==> src/sio_cfg.svh <==
// offsets, field positions, reset values and timing for the serial port
`ifndef SIO_CFG_SVH
`define SIO_CFG_SVH

// register offsets on the plain register port
`define SIO_OFS_CTRL    2'h0
`define SIO_OFS_STAT    2'h1
`define SIO_OFS_DATA    2'h2

// control register field positions
`define SIO_CTL_CLK_LSB 0
`define SIO_CTL_CLK_MSB 2
`define SIO_CTL_ORDER   3
`define SIO_CTL_MODE_LSB 4
`define SIO_CTL_MODE_MSB 5
`define SIO_CTL_START   6
`define SIO_CTL_ABORT   7

// status register field positions
`define SIO_ST_ACTIVE   7
`define SIO_ST_SHIFT    6
`define SIO_ST_TXEMPTY  5
`define SIO_ST_RXFULL   4
`define SIO_ST_TXUNDER  3
`define SIO_ST_RXOVER   2

// reset values
`define SIO_CTRL_RST    8'h00
`define SIO_STAT_RST    8'h20

// field codes
`define SIO_MODE_TX     2'h0
`define SIO_MODE_RX     2'h1
`define SIO_CLK_EXT     3'h7

// internal serial clock half period in system clocks
`define SIO_SCK_HALF    4
// bits per byte
`define SIO_BITS        4'h8

`endif

==> src/sio_pkg.sv <==
// types shared by the synchronous serial port
`default_nettype none

package sio_pkg;

   // one request on the register port
   typedef struct packed {
      logic [1:0] addr;
      logic [7:0] wdata;
      logic       wr;
      logic       rd;
   } bus_req_s;

   // complete state of the serial port
   typedef struct packed {
      logic [2:0] sck_sync;
      logic       sck_lvl;
      logic [2:0] sdi_sync;
      logic       sdi_lvl;
      logic [7:0] div;
      logic       sck_int;
      logic       sck_oe;
      logic [2:0] clk_sel;
      logic       lsb_first;
      logic [1:0] mode;
      logic       start;
      logic       active;
      logic       shift_cnt;
      logic       tx_empty;
      logic       rx_full;
      logic       tx_under;
      logic       rx_over;
      logic [7:0] tx_buf;
      logic [7:0] rx_buf;
      logic [7:0] shreg;
      logic [3:0] bitcnt;
      logic       load_pend;
      logic       irq_pend;
      logic       sdo;
      logic       irq;
      logic [7:0] rdata;
   } state_s;

endpackage : sio_pkg

`default_nettype wire

==> src/sync_serial_tx_rx_shifter.sv <==
// clocked synchronous serial port: transmit and receive shifter
//
// Summary of operation
// - transmit bits change on clock falling edge
// - receive bits sampled on clock rising edge
// - one bit order: 0 msb first, 1 lsb
// - mode 00 transmit only, 01 receive only
// - buffer write clears transmit empty flag
// - active flag sets at falling edge after start
// - shift count flag high falls one to eight
// - empty set at rise, interrupt next fall
// - internal transmit waits for buffered data
// - internal clock loads within one period
// - external clock loads at first falling edge
// - internal clock waits high for next byte
// - early written byte follows with no gap
// - external start without data flags underrun
// - clearing start finishes byte, then stops
// - abort stops and resets state at once
// - full byte copied, full flag, interrupt
// - reading receive buffer clears full flag
// - internal receive waits until buffer read
// - unread buffer at byte end flags overrun
// - clock select 111 external, else internal
// - error flags clear only by writing zero or by abort
// - internal clock idles high outside transfers
`include "sio_cfg.svh"
`default_nettype none

module sync_serial_tx_rx_shifter
   import sio_pkg::*;
#(
   parameter int unsigned SCK_HALF = `SIO_SCK_HALF
) (
   // clock and reset
   input  wire logic     ref_clk_in,
   input  wire logic     arst_n_in,
   // register port
   input  wire bus_req_s bus_in,
   output logic [7:0]    rdata_out,
   // serial pins
   input  wire logic     sck_in,
   output logic          sck_out,
   output logic          sck_oe_out,
   input  wire logic     sdi_in,
   output logic          sdo_out,
   // interrupt request
   output logic          serial_irq_out
);

   // the half period counter is eight bits wide
   if (SCK_HALF < 1 || SCK_HALF > 255) begin : g_chk
      $error("SCK_HALF must lie in 1..255");
   end

   localparam logic [7:0] HALF_M1 = 8'(SCK_HALF - 1);

   state_s s;
   state_s next_s;

   // pick the bit to drive from a byte by bit order
   function automatic logic first_bit(input logic [7:0] b,
                                      input logic       lsb);
      first_bit = lsb ? b[0] : b[7];
   endfunction

   // all serial and register behaviour in one next state process
   always_comb begin
      logic       ext;
      logic       is_tx;
      logic       is_rx;
      logic       ready;
      logic       allowed;
      logic       e_fall;
      logic       e_rise;
      logic       i_fall;
      logic       i_rise;
      logic       fall;
      logic       rise;
      logic       rd_rx;
      logic [7:0] sh;
      logic [7:0] smp;
      ext     = 1'b0;
      is_tx   = 1'b0;
      is_rx   = 1'b0;
      ready   = 1'b0;
      allowed = 1'b0;
      e_fall  = 1'b0;
      e_rise  = 1'b0;
      i_fall  = 1'b0;
      i_rise  = 1'b0;
      fall    = 1'b0;
      rise    = 1'b0;
      rd_rx   = 1'b0;
      sh      = 8'h00;
      smp     = 8'h00;

      next_s       = s;
      next_s.irq   = 1'b0;
      next_s.rdata = 8'h00;

      ext   = (s.clk_sel == `SIO_CLK_EXT);
      is_tx = (s.mode == `SIO_MODE_TX);
      is_rx = (s.mode == `SIO_MODE_RX);
      rd_rx = bus_in.rd && (bus_in.addr == `SIO_OFS_DATA);

      // pin synchronisers; a change counts once stages two and three agree
      next_s.sck_sync = {s.sck_sync[1:0], sck_in};
      next_s.sdi_sync = {s.sdi_sync[1:0], sdi_in};
      if (s.sck_sync[1] == s.sck_sync[2]) begin
         next_s.sck_lvl = s.sck_sync[2];
         e_fall = s.sck_lvl && !s.sck_sync[2];
         e_rise = !s.sck_lvl && s.sck_sync[2];
      end
      if (s.sdi_sync[1] == s.sdi_sync[2]) begin
         next_s.sdi_lvl = s.sdi_sync[2];
      end

      // internal clock runs only while a byte is under way or may start
      ready = s.start && ((is_tx && !s.tx_empty) ||
                          (is_rx && !s.rx_full));
      allowed = s.bitcnt != 4'h0 || ready;
      next_s.sck_oe = !ext;
      if (ext) begin
         next_s.sck_int = 1'b1;
         next_s.div     = 8'h00;
      end else if (!allowed && s.sck_int) begin
         next_s.div = 8'h00;
      end else if (s.div == HALF_M1) begin
         // the wait releases within one serial clock period
         next_s.div     = 8'h00;
         next_s.sck_int = !s.sck_int;
         i_fall = s.sck_int;
         i_rise = !s.sck_int;
      end else begin
         next_s.div = s.div + 8'h01;
      end
      fall = ext ? e_fall : i_fall;
      rise = ext ? e_rise : i_rise;

      // register writes come first so that hardware sets win below
      if (bus_in.wr) begin
         case (bus_in.addr)
            `SIO_OFS_CTRL: begin
               next_s.clk_sel =
                  bus_in.wdata[`SIO_CTL_CLK_MSB:`SIO_CTL_CLK_LSB];
               next_s.lsb_first = bus_in.wdata[`SIO_CTL_ORDER];
               next_s.mode =
                  bus_in.wdata[`SIO_CTL_MODE_MSB:`SIO_CTL_MODE_LSB];
               next_s.start = bus_in.wdata[`SIO_CTL_START];
            end
            `SIO_OFS_STAT: begin
               // a one written here leaves the flag alone
               if (!bus_in.wdata[`SIO_ST_TXUNDER]) begin
                  next_s.tx_under = 1'b0;
               end
               if (!bus_in.wdata[`SIO_ST_RXOVER]) begin
                  next_s.rx_over = 1'b0;
                  next_s.rx_full = 1'b0;
               end
            end
            `SIO_OFS_DATA: begin
               // a write while the buffer is occupied is lost
               if (s.tx_empty) begin
                  next_s.tx_buf   = bus_in.wdata;
                  next_s.tx_empty = 1'b0;
               end
            end
            default: begin
            end
         endcase
      end

      // register reads answer in the following cycle
      if (bus_in.rd) begin
         case (bus_in.addr)
            `SIO_OFS_CTRL: begin
               next_s.rdata = {1'b0, s.start, s.mode,
                               s.lsb_first, s.clk_sel};
            end
            `SIO_OFS_STAT: begin
               next_s.rdata = {s.active, s.shift_cnt, s.tx_empty,
                               s.rx_full, s.tx_under, s.rx_over,
                               2'b00};
            end
            `SIO_OFS_DATA: begin
               next_s.rdata   = s.rx_buf;
               next_s.rx_full = 1'b0;
            end
            default: begin
               next_s.rdata = 8'h00;
            end
         endcase
      end

      // stop once the byte has finished and start is clear
      if (s.bitcnt == 4'h0 && !s.start) begin
         next_s.active = 1'b0;
         next_s.sdo    = 1'b1;
      end

      // falling edge: leading edge, drives the output bit
      if (fall) begin
         if (s.irq_pend) begin
            next_s.irq_pend = 1'b0;
            next_s.irq      = 1'b1;
         end
         if (s.bitcnt == 4'h0) begin
            if (s.start && (is_tx || is_rx)) begin
               next_s.active    = 1'b1;
               next_s.shift_cnt = 1'b1;
               next_s.bitcnt    = 4'h1;
               if (is_tx && !s.tx_empty) begin
                  // back to back bytes load here with no idle bit
                  next_s.shreg     = s.tx_buf;
                  next_s.load_pend = 1'b1;
                  next_s.sdo = first_bit(s.tx_buf, s.lsb_first);
               end else if (is_tx) begin
                  // only an external master can get here empty
                  next_s.tx_under = 1'b1;
                  next_s.irq_pend = 1'b1;
                  next_s.sdo      = 1'b1;
               end
            end
         end else if (s.bitcnt < `SIO_BITS) begin
            next_s.bitcnt = s.bitcnt + 4'h1;
            if (s.bitcnt == `SIO_BITS - 4'h1) begin
               next_s.shift_cnt = 1'b0;
            end
            if (is_tx) begin
               sh = s.lsb_first ? {1'b0, s.shreg[7:1]}
                                : {s.shreg[6:0], 1'b0};
               next_s.shreg = sh;
               next_s.sdo   = s.tx_under ? 1'b1
                              : first_bit(sh, s.lsb_first);
            end
         end
      end

      // rising edge: trailing edge, samples the input bit
      if (rise && s.bitcnt != 4'h0) begin
         if (s.load_pend) begin
            next_s.load_pend = 1'b0;
            next_s.tx_empty  = 1'b1;
            next_s.irq_pend  = 1'b1;
         end
         // take the level the filter settles on this cycle: the
         // internal clock rises four cycles after it fell, which
         // is exactly the filter's delay, so the stored level lags
         if (is_rx) begin
            smp = s.lsb_first ? {next_s.sdi_lvl, s.shreg[7:1]}
                              : {s.shreg[6:0], next_s.sdi_lvl};
            next_s.shreg = smp;
         end
         if (s.bitcnt == `SIO_BITS) begin
            next_s.bitcnt = 4'h0;
            if (is_rx) begin
               if (s.rx_over) begin
                  // data is dropped and no request until cleared
                  next_s.rx_over = 1'b1;
               end else if (s.rx_full && !rd_rx) begin
                  next_s.rx_over = 1'b1;
                  next_s.irq     = 1'b1;
               end else begin
                  next_s.rx_buf  = smp;
                  next_s.rx_full = 1'b1;
                  next_s.irq     = 1'b1;
               end
            end
         end
      end

      // abort overrides everything and returns to the idle state
      if (bus_in.wr && bus_in.addr == `SIO_OFS_CTRL &&
          bus_in.wdata[`SIO_CTL_ABORT]) begin
         next_s.start     = 1'b0;
         next_s.active    = 1'b0;
         next_s.shift_cnt = 1'b0;
         next_s.tx_empty  = 1'b1;
         next_s.rx_full   = 1'b0;
         next_s.tx_under  = 1'b0;
         next_s.rx_over   = 1'b0;
         next_s.tx_buf    = 8'h00;
         next_s.rx_buf    = 8'h00;
         next_s.shreg     = 8'h00;
         next_s.bitcnt    = 4'h0;
         next_s.load_pend = 1'b0;
         next_s.irq_pend  = 1'b0;
         next_s.irq       = 1'b0;
         next_s.sdo       = 1'b1;
         next_s.sck_int   = 1'b1;
         next_s.div       = 8'h00;
      end
   end

   // state register; reset takes constants only
   always_ff @(posedge ref_clk_in or negedge arst_n_in) begin
      if (!arst_n_in) begin
         s           <= '0;
         s.sck_sync  <= 3'h7;
         s.sck_lvl   <= 1'b1;
         s.sck_int   <= 1'b1;
         s.sck_oe    <= 1'b1;
         s.tx_empty  <= 1'b1;
         s.sdo       <= 1'b1;
      end else begin
         s <= next_s;
      end
   end

   // outputs straight from the state register
   assign rdata_out      = s.rdata;
   assign sck_out        = s.sck_int;
   assign sck_oe_out     = s.sck_oe;
   assign sdo_out        = s.sdo;
   assign serial_irq_out = s.irq;

endmodule // sync_serial_tx_rx_shifter

`default_nettype wire

==> config.mk <==
export PLATFORM = sky130hd
export DESIGN_NAME = sync_serial_tx_rx_shifter
export DESIGN_NICKNAME = d
export VERILOG_FILES = /design/src/sio_pkg.sv /design/src/sync_serial_tx_rx_shifter.sv
export VERILOG_INCLUDE_DIRS = /design/src
export SDC_FILE = /design/constraint.sdc
export NUM_CORES = 1
export LEC_CHECK = 0
export ABC_AREA = 1
export BUFFER_PORTS_ARGS = -buffer_cell sky130_fd_sc_hd__buf_2
export CAP_MARGIN = 10
export CORE_MARGIN = 8
export CORE_UTILIZATION = 50
export DETAILED_ROUTE_END_ITERATION = 8
export GPL_ROUTABILITY_DRIVEN = 0
export PLACE_DENSITY_LB_ADDON = 0.05
export SYNTH_ARGS = -nofsm -noshare
export SYNTH_HDL_FRONTEND = slang
export SYNTH_SLANG_ARGS = --single-unit
==> constraint.sdc <==
create_clock -name ref_clk_in -period 4.9 [get_ports ref_clk_in]
set_input_delay 0.49 -clock ref_clk_in [delete_from_list [all_inputs] [get_ports ref_clk_in]]
set_output_delay 0.49 -clock ref_clk_in [all_outputs]
set_load 0.02 [all_outputs]
==> results of run 1 <==
-- worst register-to-register path, cell delays in order, from the launching register on --
cell     delay (ns)
dfrtp_1        0.40
inv_1          0.10
ha_1           0.19
nand3_2        0.18
inv_2          0.35
nand2_1        0.13
nand2_2        0.12
nand2_2        0.26
inv_2          0.21
nand2_1        0.07
nand3_1        0.08
nand2_1        0.05
-- cells in the final DEF (no fill, tap or decap), types with 5 or more instances in the layout --
master / instances
nand2_1: 160
dfrtp_1: 63
inv_1: 62
nand3_1: 44
nor2_1: 28
a21oi_1: 28
o21ai_0: 27
buf_2: 27
inv_2: 14
nand4_1: 12
clkbuf_8: 10
dfstp_2: 8
nand3_2: 5
o21ai_1: 5
-- state kept, by name, summed over array words and instances, names as in the netlist --
name            cells
s                  55
rdata_out           8
next_s              4
sck_oe_out          1
sck_out             1
sdo_out             1
serial_irq_out      1
-- cells in the mapped netlist (all sizes together) --
master  instances
inv            76
o31ai           1
o21ai          32
nand3          49
nor2           32
nand4          13
a21oi          28
nand2         163
buf            15
dfrtp          63
o211ai          2
o221ai          3
xor2            3
nor3            3
clkbuf          3
dfstp           8
ha              3
xnor2           1
maj3            1
o22ai           4
nor3b           3
-- where the power goes --
part	internal (mW)	switching (mW)	total, mW
registers	0.689	0.0839	0.773
clock network	0.302	0.225	0.526
logic	0.204	0.435	0.639
total	1.19	0.743	1.94
-- worst max-delay path by stage --
stage | from | end | slack [ns]
floorplan | s[12] | s[22] | 3.32
global placement | bus_in[11] | s[31] | 2.72
detailed placement | s[12] | s[18] | 2.67
CTS | s[12] | s[18] | 2.67
global route | s[12] | s[17] | 2.46
finish | s[12] | s[18] | 2.66
-- per-stage QoR --
stage                     total power, mW  std cells  cell area [um2]   util
final                                1.94        634             4190  0.554
after detailed placement             1.42        618             3970  0.524
after CTS                            1.95        634             4190  0.554
after global placement               1.40        618             3970  0.524
after floorplan                      1.26        506             3810      -
after global routing                 2.08        634             4190  0.554
-- cell families after synthesis --
logic type                 after synthesis  synth area share
adders and majority gates                4            0.0125
AOI/OAI and AO/OA                       70            0.0982
DFF                                     71             0.469
xor gates and xnor gates                 4           0.00920
and+or+nand+nor                        263             0.307
buffers and inverters                   94             0.104
-- final cells by class --
type                       count  area [um2]
sequential                    71        1790
tap                          102         128
inverter                      76         285
fill                         715        3380
clock buffer                  11         141
timing repair buffer          28         143
clock inverter                 5        81.3
multi-input combinational    341        1630
-- per-layer routing --
layer | GRT usage | wire length, um
met2 | 0.294 | 4200
met4 | 0.0823 | 260
met1 | 0.266 | 4350
met5 | 0 | 0
met3 | 0.0455 | 723
==> impl_metrics.tcl, run 1 <==
set metrics [dict create \
    hp-class "input pin to flip-flop" \
    hpwl_mm 7.14 \
    grt_pass1_vias 3113 \
    clock_latency_ns 0.35 \
    post_cts_resized 0 \
    critPathBufInv 3 \
    final_max_slew_viol_count 0 \
    die_x_um 103 \
    antenna_found_initial 0 \
    worst_hold_path.endpoint "next_s[65]" \
    vias_per_cell 5.29 \
    wire_per_inst_um 15.0 \
    path_max_fanout 24 \
    hold_slack_ns 0.243 \
    skew_ns 0.0125 \
    pin_count 28 \
    grt_pass1_wl_mm 15.7 \
    ff2ff_path_depth 11 \
    place_ws_ns 2.67 \
    leakage_nw 2.20 \
    status "finished, final reports clean" \
    globalRouteTotalUtil 0.196 \
    rsz0062_at_grt "no" \
    max_slew_margin 0.427 \
    cp_data_arrival_time_ns 2.48 \
    cts_buffers 9 \
    finalSetupViolations 0 \
    postCtsHoldBufs 0 \
    clockRootBuffer "clkbuf_8" \
    clock.fmax_ghz 0.446 \
    initial_core_util 0.503 \
    clk_path_buf_depth 2 \
    die_h_um 103 \
    drtAntennaViolNets 0 \
    grt_max_degree 72 \
    drc 0 \
    yosys_warnings 0 \
    syn_nets 525 \
    synth_top_cell_by_area "dfrtp_1" \
    overflow 0 \
    critical_path_class "flip-flop to flip-flop" \
    hold_viol 0 \
    syn_area_mm2 0.00381 \
    clk_pin_slew_ns 0.08 \
    vias 3353 \
    worstPathCellList "inv_1 > ha_1 > nand3_2 > inv_2 > nand2_1 > nand2_2 > nand2_2 > inv_2 > nand2_1 > nand3_1 > nand2_1" \
    dieArea_mm2 0.0107 \
    netlist.area_leader.share 0.414 \
    netlist_instances 506 \
    yosysUniqueCellTypes 30 \
    crit_cells 11 \
    drt_first_iter_violations 274 \
    cp.required_ns 5.13 \
    slowest_stage "dfrtp_1" \
    htreeDepth 3 \
    coreArea_mm2 0.00757 \
    layout-drive-gt1-share 0.148 \
    portBuffers 27 \
    synth_area_leaders "dfrtp_1 41%, nand2_1 16%, inv_1 6.1%, nand3_1 5.8%, dfstp_2 5.5%" \
    maxCapViolCount 0 \
    syn_area_per_cell_um2 7.53 \
    ir_drop_uv 298 \
    fin_nets 546 \
    cts_tree "yes" \
    cp-end-kind "flip-flop" \
    slowest_delay_ns 0.40 \
    p_per_area_mw_per_mm2 462 \
    cp_top_family "simple AND/OR/NAND/NOR gates" \
    cts_setup_buffers 0 \
    area_growth_pct 10.0 \
    clock-sinks 71 \
    insertedDiodeCount 0 \
    worst_hold_path.num_cells 1 \
    crit_path_frequent_cell "nand2_1" \
    num_rows 32 \
    start_kind "flip-flop" \
    ys_seq_area_frac 0.469 \
    worst_hold_startpoint "sdi_in" \
    worst_pin_slew_ns 0.860 \
    synth-seq-cells 71 \
    fin_crit_sh 0.457 \
    dr.pass1.iters 6 \
    worstReg2RegEnd "s[18]" \
    worst_slack_ns 2.66 \
    setup_tns_ns 0 \
    drt_wl_total_mm 9.53 \
    period_needed_ns 2.24 \
    reg2reg_setup_slack_ns 2.66 \
    r2r-start "s[12]" \
]
Note: power is estimated with default switching activity, not from simulation.
==> run 2: changes to the inputs <==
Clock period 4.9 ns to 2 ns, I/O delays scaled along.
==> run 2 against run 1 <==
  * Sequential power is 150% higher
  * Combinational power grew to 2.7 times the previous value
  * Via count is 0.95% higher
  * Maximum frequency grew 24%
  * Critical endpoint is now sdo_out
  * Clock-buffer cell count stayed put
  * Clock power rose by 120%
  * Design area up 2.9%
  * Highest routed layer unchanged
  * Routed wire length up 4.4%
  * Global-route usage up 0.50 points
  * Critical path type unchanged
  * Worst setup slack lost 2.5 ns
==> impl_metrics.tcl, run 2 (same netlist as run 1, synthesis figures left out) <==
set metrics [dict create \
    die_h_um 103 \
    clock-sinks 71 \
    wl_met1_mm 4.50 \
    clock.fmax_ghz 0.553 \
    maxCapViolCount 0 \
    ff2ff_path_depth 13 \
    grt_pass1_wl_mm 16.2 \
    met2_length_mm 4.57 \
    num_rows 32 \
    dpl_cell_area_mm2 0.00406 \
    max_slew_margin 0.631 \
    p_int_mw 2.91 \
    worst_pin_slew_ns 0.553 \
    dr.pass1.iters 5 \
    insertedDiodeCount 0 \
    dp_cells 630 \
    regMostFlops "s" \
    drt_first_iter_violations 173 \
    vias 3385 \
    hold_slack_ns 0.0926 \
    ir_drop_uv 490 \
    drt_wl_total_mm 9.95 \
    cts_tree "yes" \
    fin_crit_sh 0.904 \
    overflow 0 \
    leakage_nw 2.27 \
    cts_buffers 9 \
    vias_per_cell 5.21 \
    utilization 0.570 \
    globalRouteTotalUtil 0.201 \
    grt_max_degree 44 \
    place_ws_ns 0.107 \
    worst_hold_path.num_cells 3 \
    p_sw_frac 0.392 \
    pin_count 28 \
    p_seq_frac 0.397 \
    clockRootBuffer "clkbuf_8" \
    antenna_found_initial 0 \
    layout_commonest_cell "nand2_1" \
    clk_pin_slew_ns 0.08 \
    period_needed_ns 1.81 \
    initial_core_util 0.503 \
    pwr-share-clk 0.243 \
    clk_path_buf_depth 2 \
    routed-wl-met3_um 644 \
    finalSetupViolations 0 \
    coreArea_mm2 0.00757 \
    hpwl_mm 7.51 \
    fin_nets 562 \
    worst_slack_ns 0.192 \
    fin_area_mm2 0.00431 \
    area_growth_pct 13.2 \
    grt_pass1_vias 3278 \
    layout-drive-gt1-share 0.172 \
    crit_start "s[13]" \
    clock_latency_ns 0.35 \
    r2r-start "s[13]" \
    hp-class "input pin to flip-flop" \
    path_max_fanout 11 \
    reg2reg_setup_slack_ns 0.19 \
    final_max_slew_viol_count 0 \
    worstReg2RegEnd "sdo_out" \
    skew_ns 0.0111 \
    layout.cells.non_filler 650 \
    wire_per_inst_um 15.3 \
    cp_data_arrival_time_ns 2.08 \
    worst_hold_startpoint "bus_in[6]" \
    htreeDepth 3 \
    portBuffers 27 \
    most-common-layout-cells "159 x nand2_1, 63 x dfrtp_1, 62 x inv_1" \
    highest_layer "met4" \
    cp-end-kind "flip-flop" \
    dieArea_mm2 0.0107 \
    worst_hold_path.endpoint "s[47]" \
    die_x_um 103 \
    critical_path_class "flip-flop to flip-flop" \
    start_kind "flip-flop" \
    cp.required_ns 2.28 \
    p_switching_mw 1.88 \
    drc 0 \
    hold_viol 0 \
    drtAntennaViolNets 0 \
    p_per_area_mw_per_mm2 1110 \
    largest_reg_flops 55 \
    combPwrFrac 0.360 \
    status "finished, final reports clean" \
]
==> run 2: what timing repair did <==
action | 4_1_cts | 5_1_grt
endpoints found under the hold margin | 65 | 0
buffers inserted | 0 | 1
hold buffers | 3 | 0
gates resized for setup | 0 | 4
setup endpoints to repair | 0 | 13
==> run 2: final cells by class <==
cell class                 count  area (um2)
clock inverter                 5        58.8
tap                          102         128
fill                         727        3250
inverter                      76         285
multi-input combinational    341        1640
clock buffer                  11         141
timing repair buffer          44         270
sequential                    71        1790
==> run 2: worst max-delay path by stage <==
stage	to	slack, ns	cells past startpoint
floorplan	s[22]	0.42	12
global placement	s[58]	0.18	8
detailed placement	s[57]	0.11	8
CTS	s[57]	0.1	8
global route	sdo_out	-0.006	13
finish	sdo_out	0.19	13
==> run 2: power groups by stage <==
stage                     combinational (mW)  clock [mW]  sequential (mW)
after floorplan                         1.20           0             1.87
after global placement                  1.63           0             1.92
after detailed placement                1.64           0             1.92
after CTS                               1.66        1.19             1.90
after global routing                    1.96        1.24             1.92
final                                   1.73        1.16             1.90
==> run 2: worst max-delay path, stage by stage (launching register included) <==
cell     delay (ns)
dfrtp_1        0.40
inv_1          0.10
ha_2           0.22
nand3_4        0.14
inv_2          0.10
buf_4          0.19
nand2_1        0.11
nand2_1        0.11
inv_1          0.05
nand2_1        0.05
nand2_1        0.04
o21ai_0        0.07
nand2_1        0.07
nand3_1        0.09
==> run 2: per-stage QoR <==
step	total power, mW	TNS (ns)
floorplan	3.07	0
global placement	3.54	0
detailed placement	3.56	0
CTS	4.74	0
global route	5.13	-0.00625
finish	4.79	0
==> run 2: per-layer routing <==
| layer | up-vias | GRT usage |
|---|---|---|
| met3 | 22 | 0.0335 |
| met5 | - | 0 |
| met1 | 1557 | 0.263 |
| li1 | 1684 | - |
| met2 | 122 | 0.321 |
| met4 | 0 | 0.0890 |
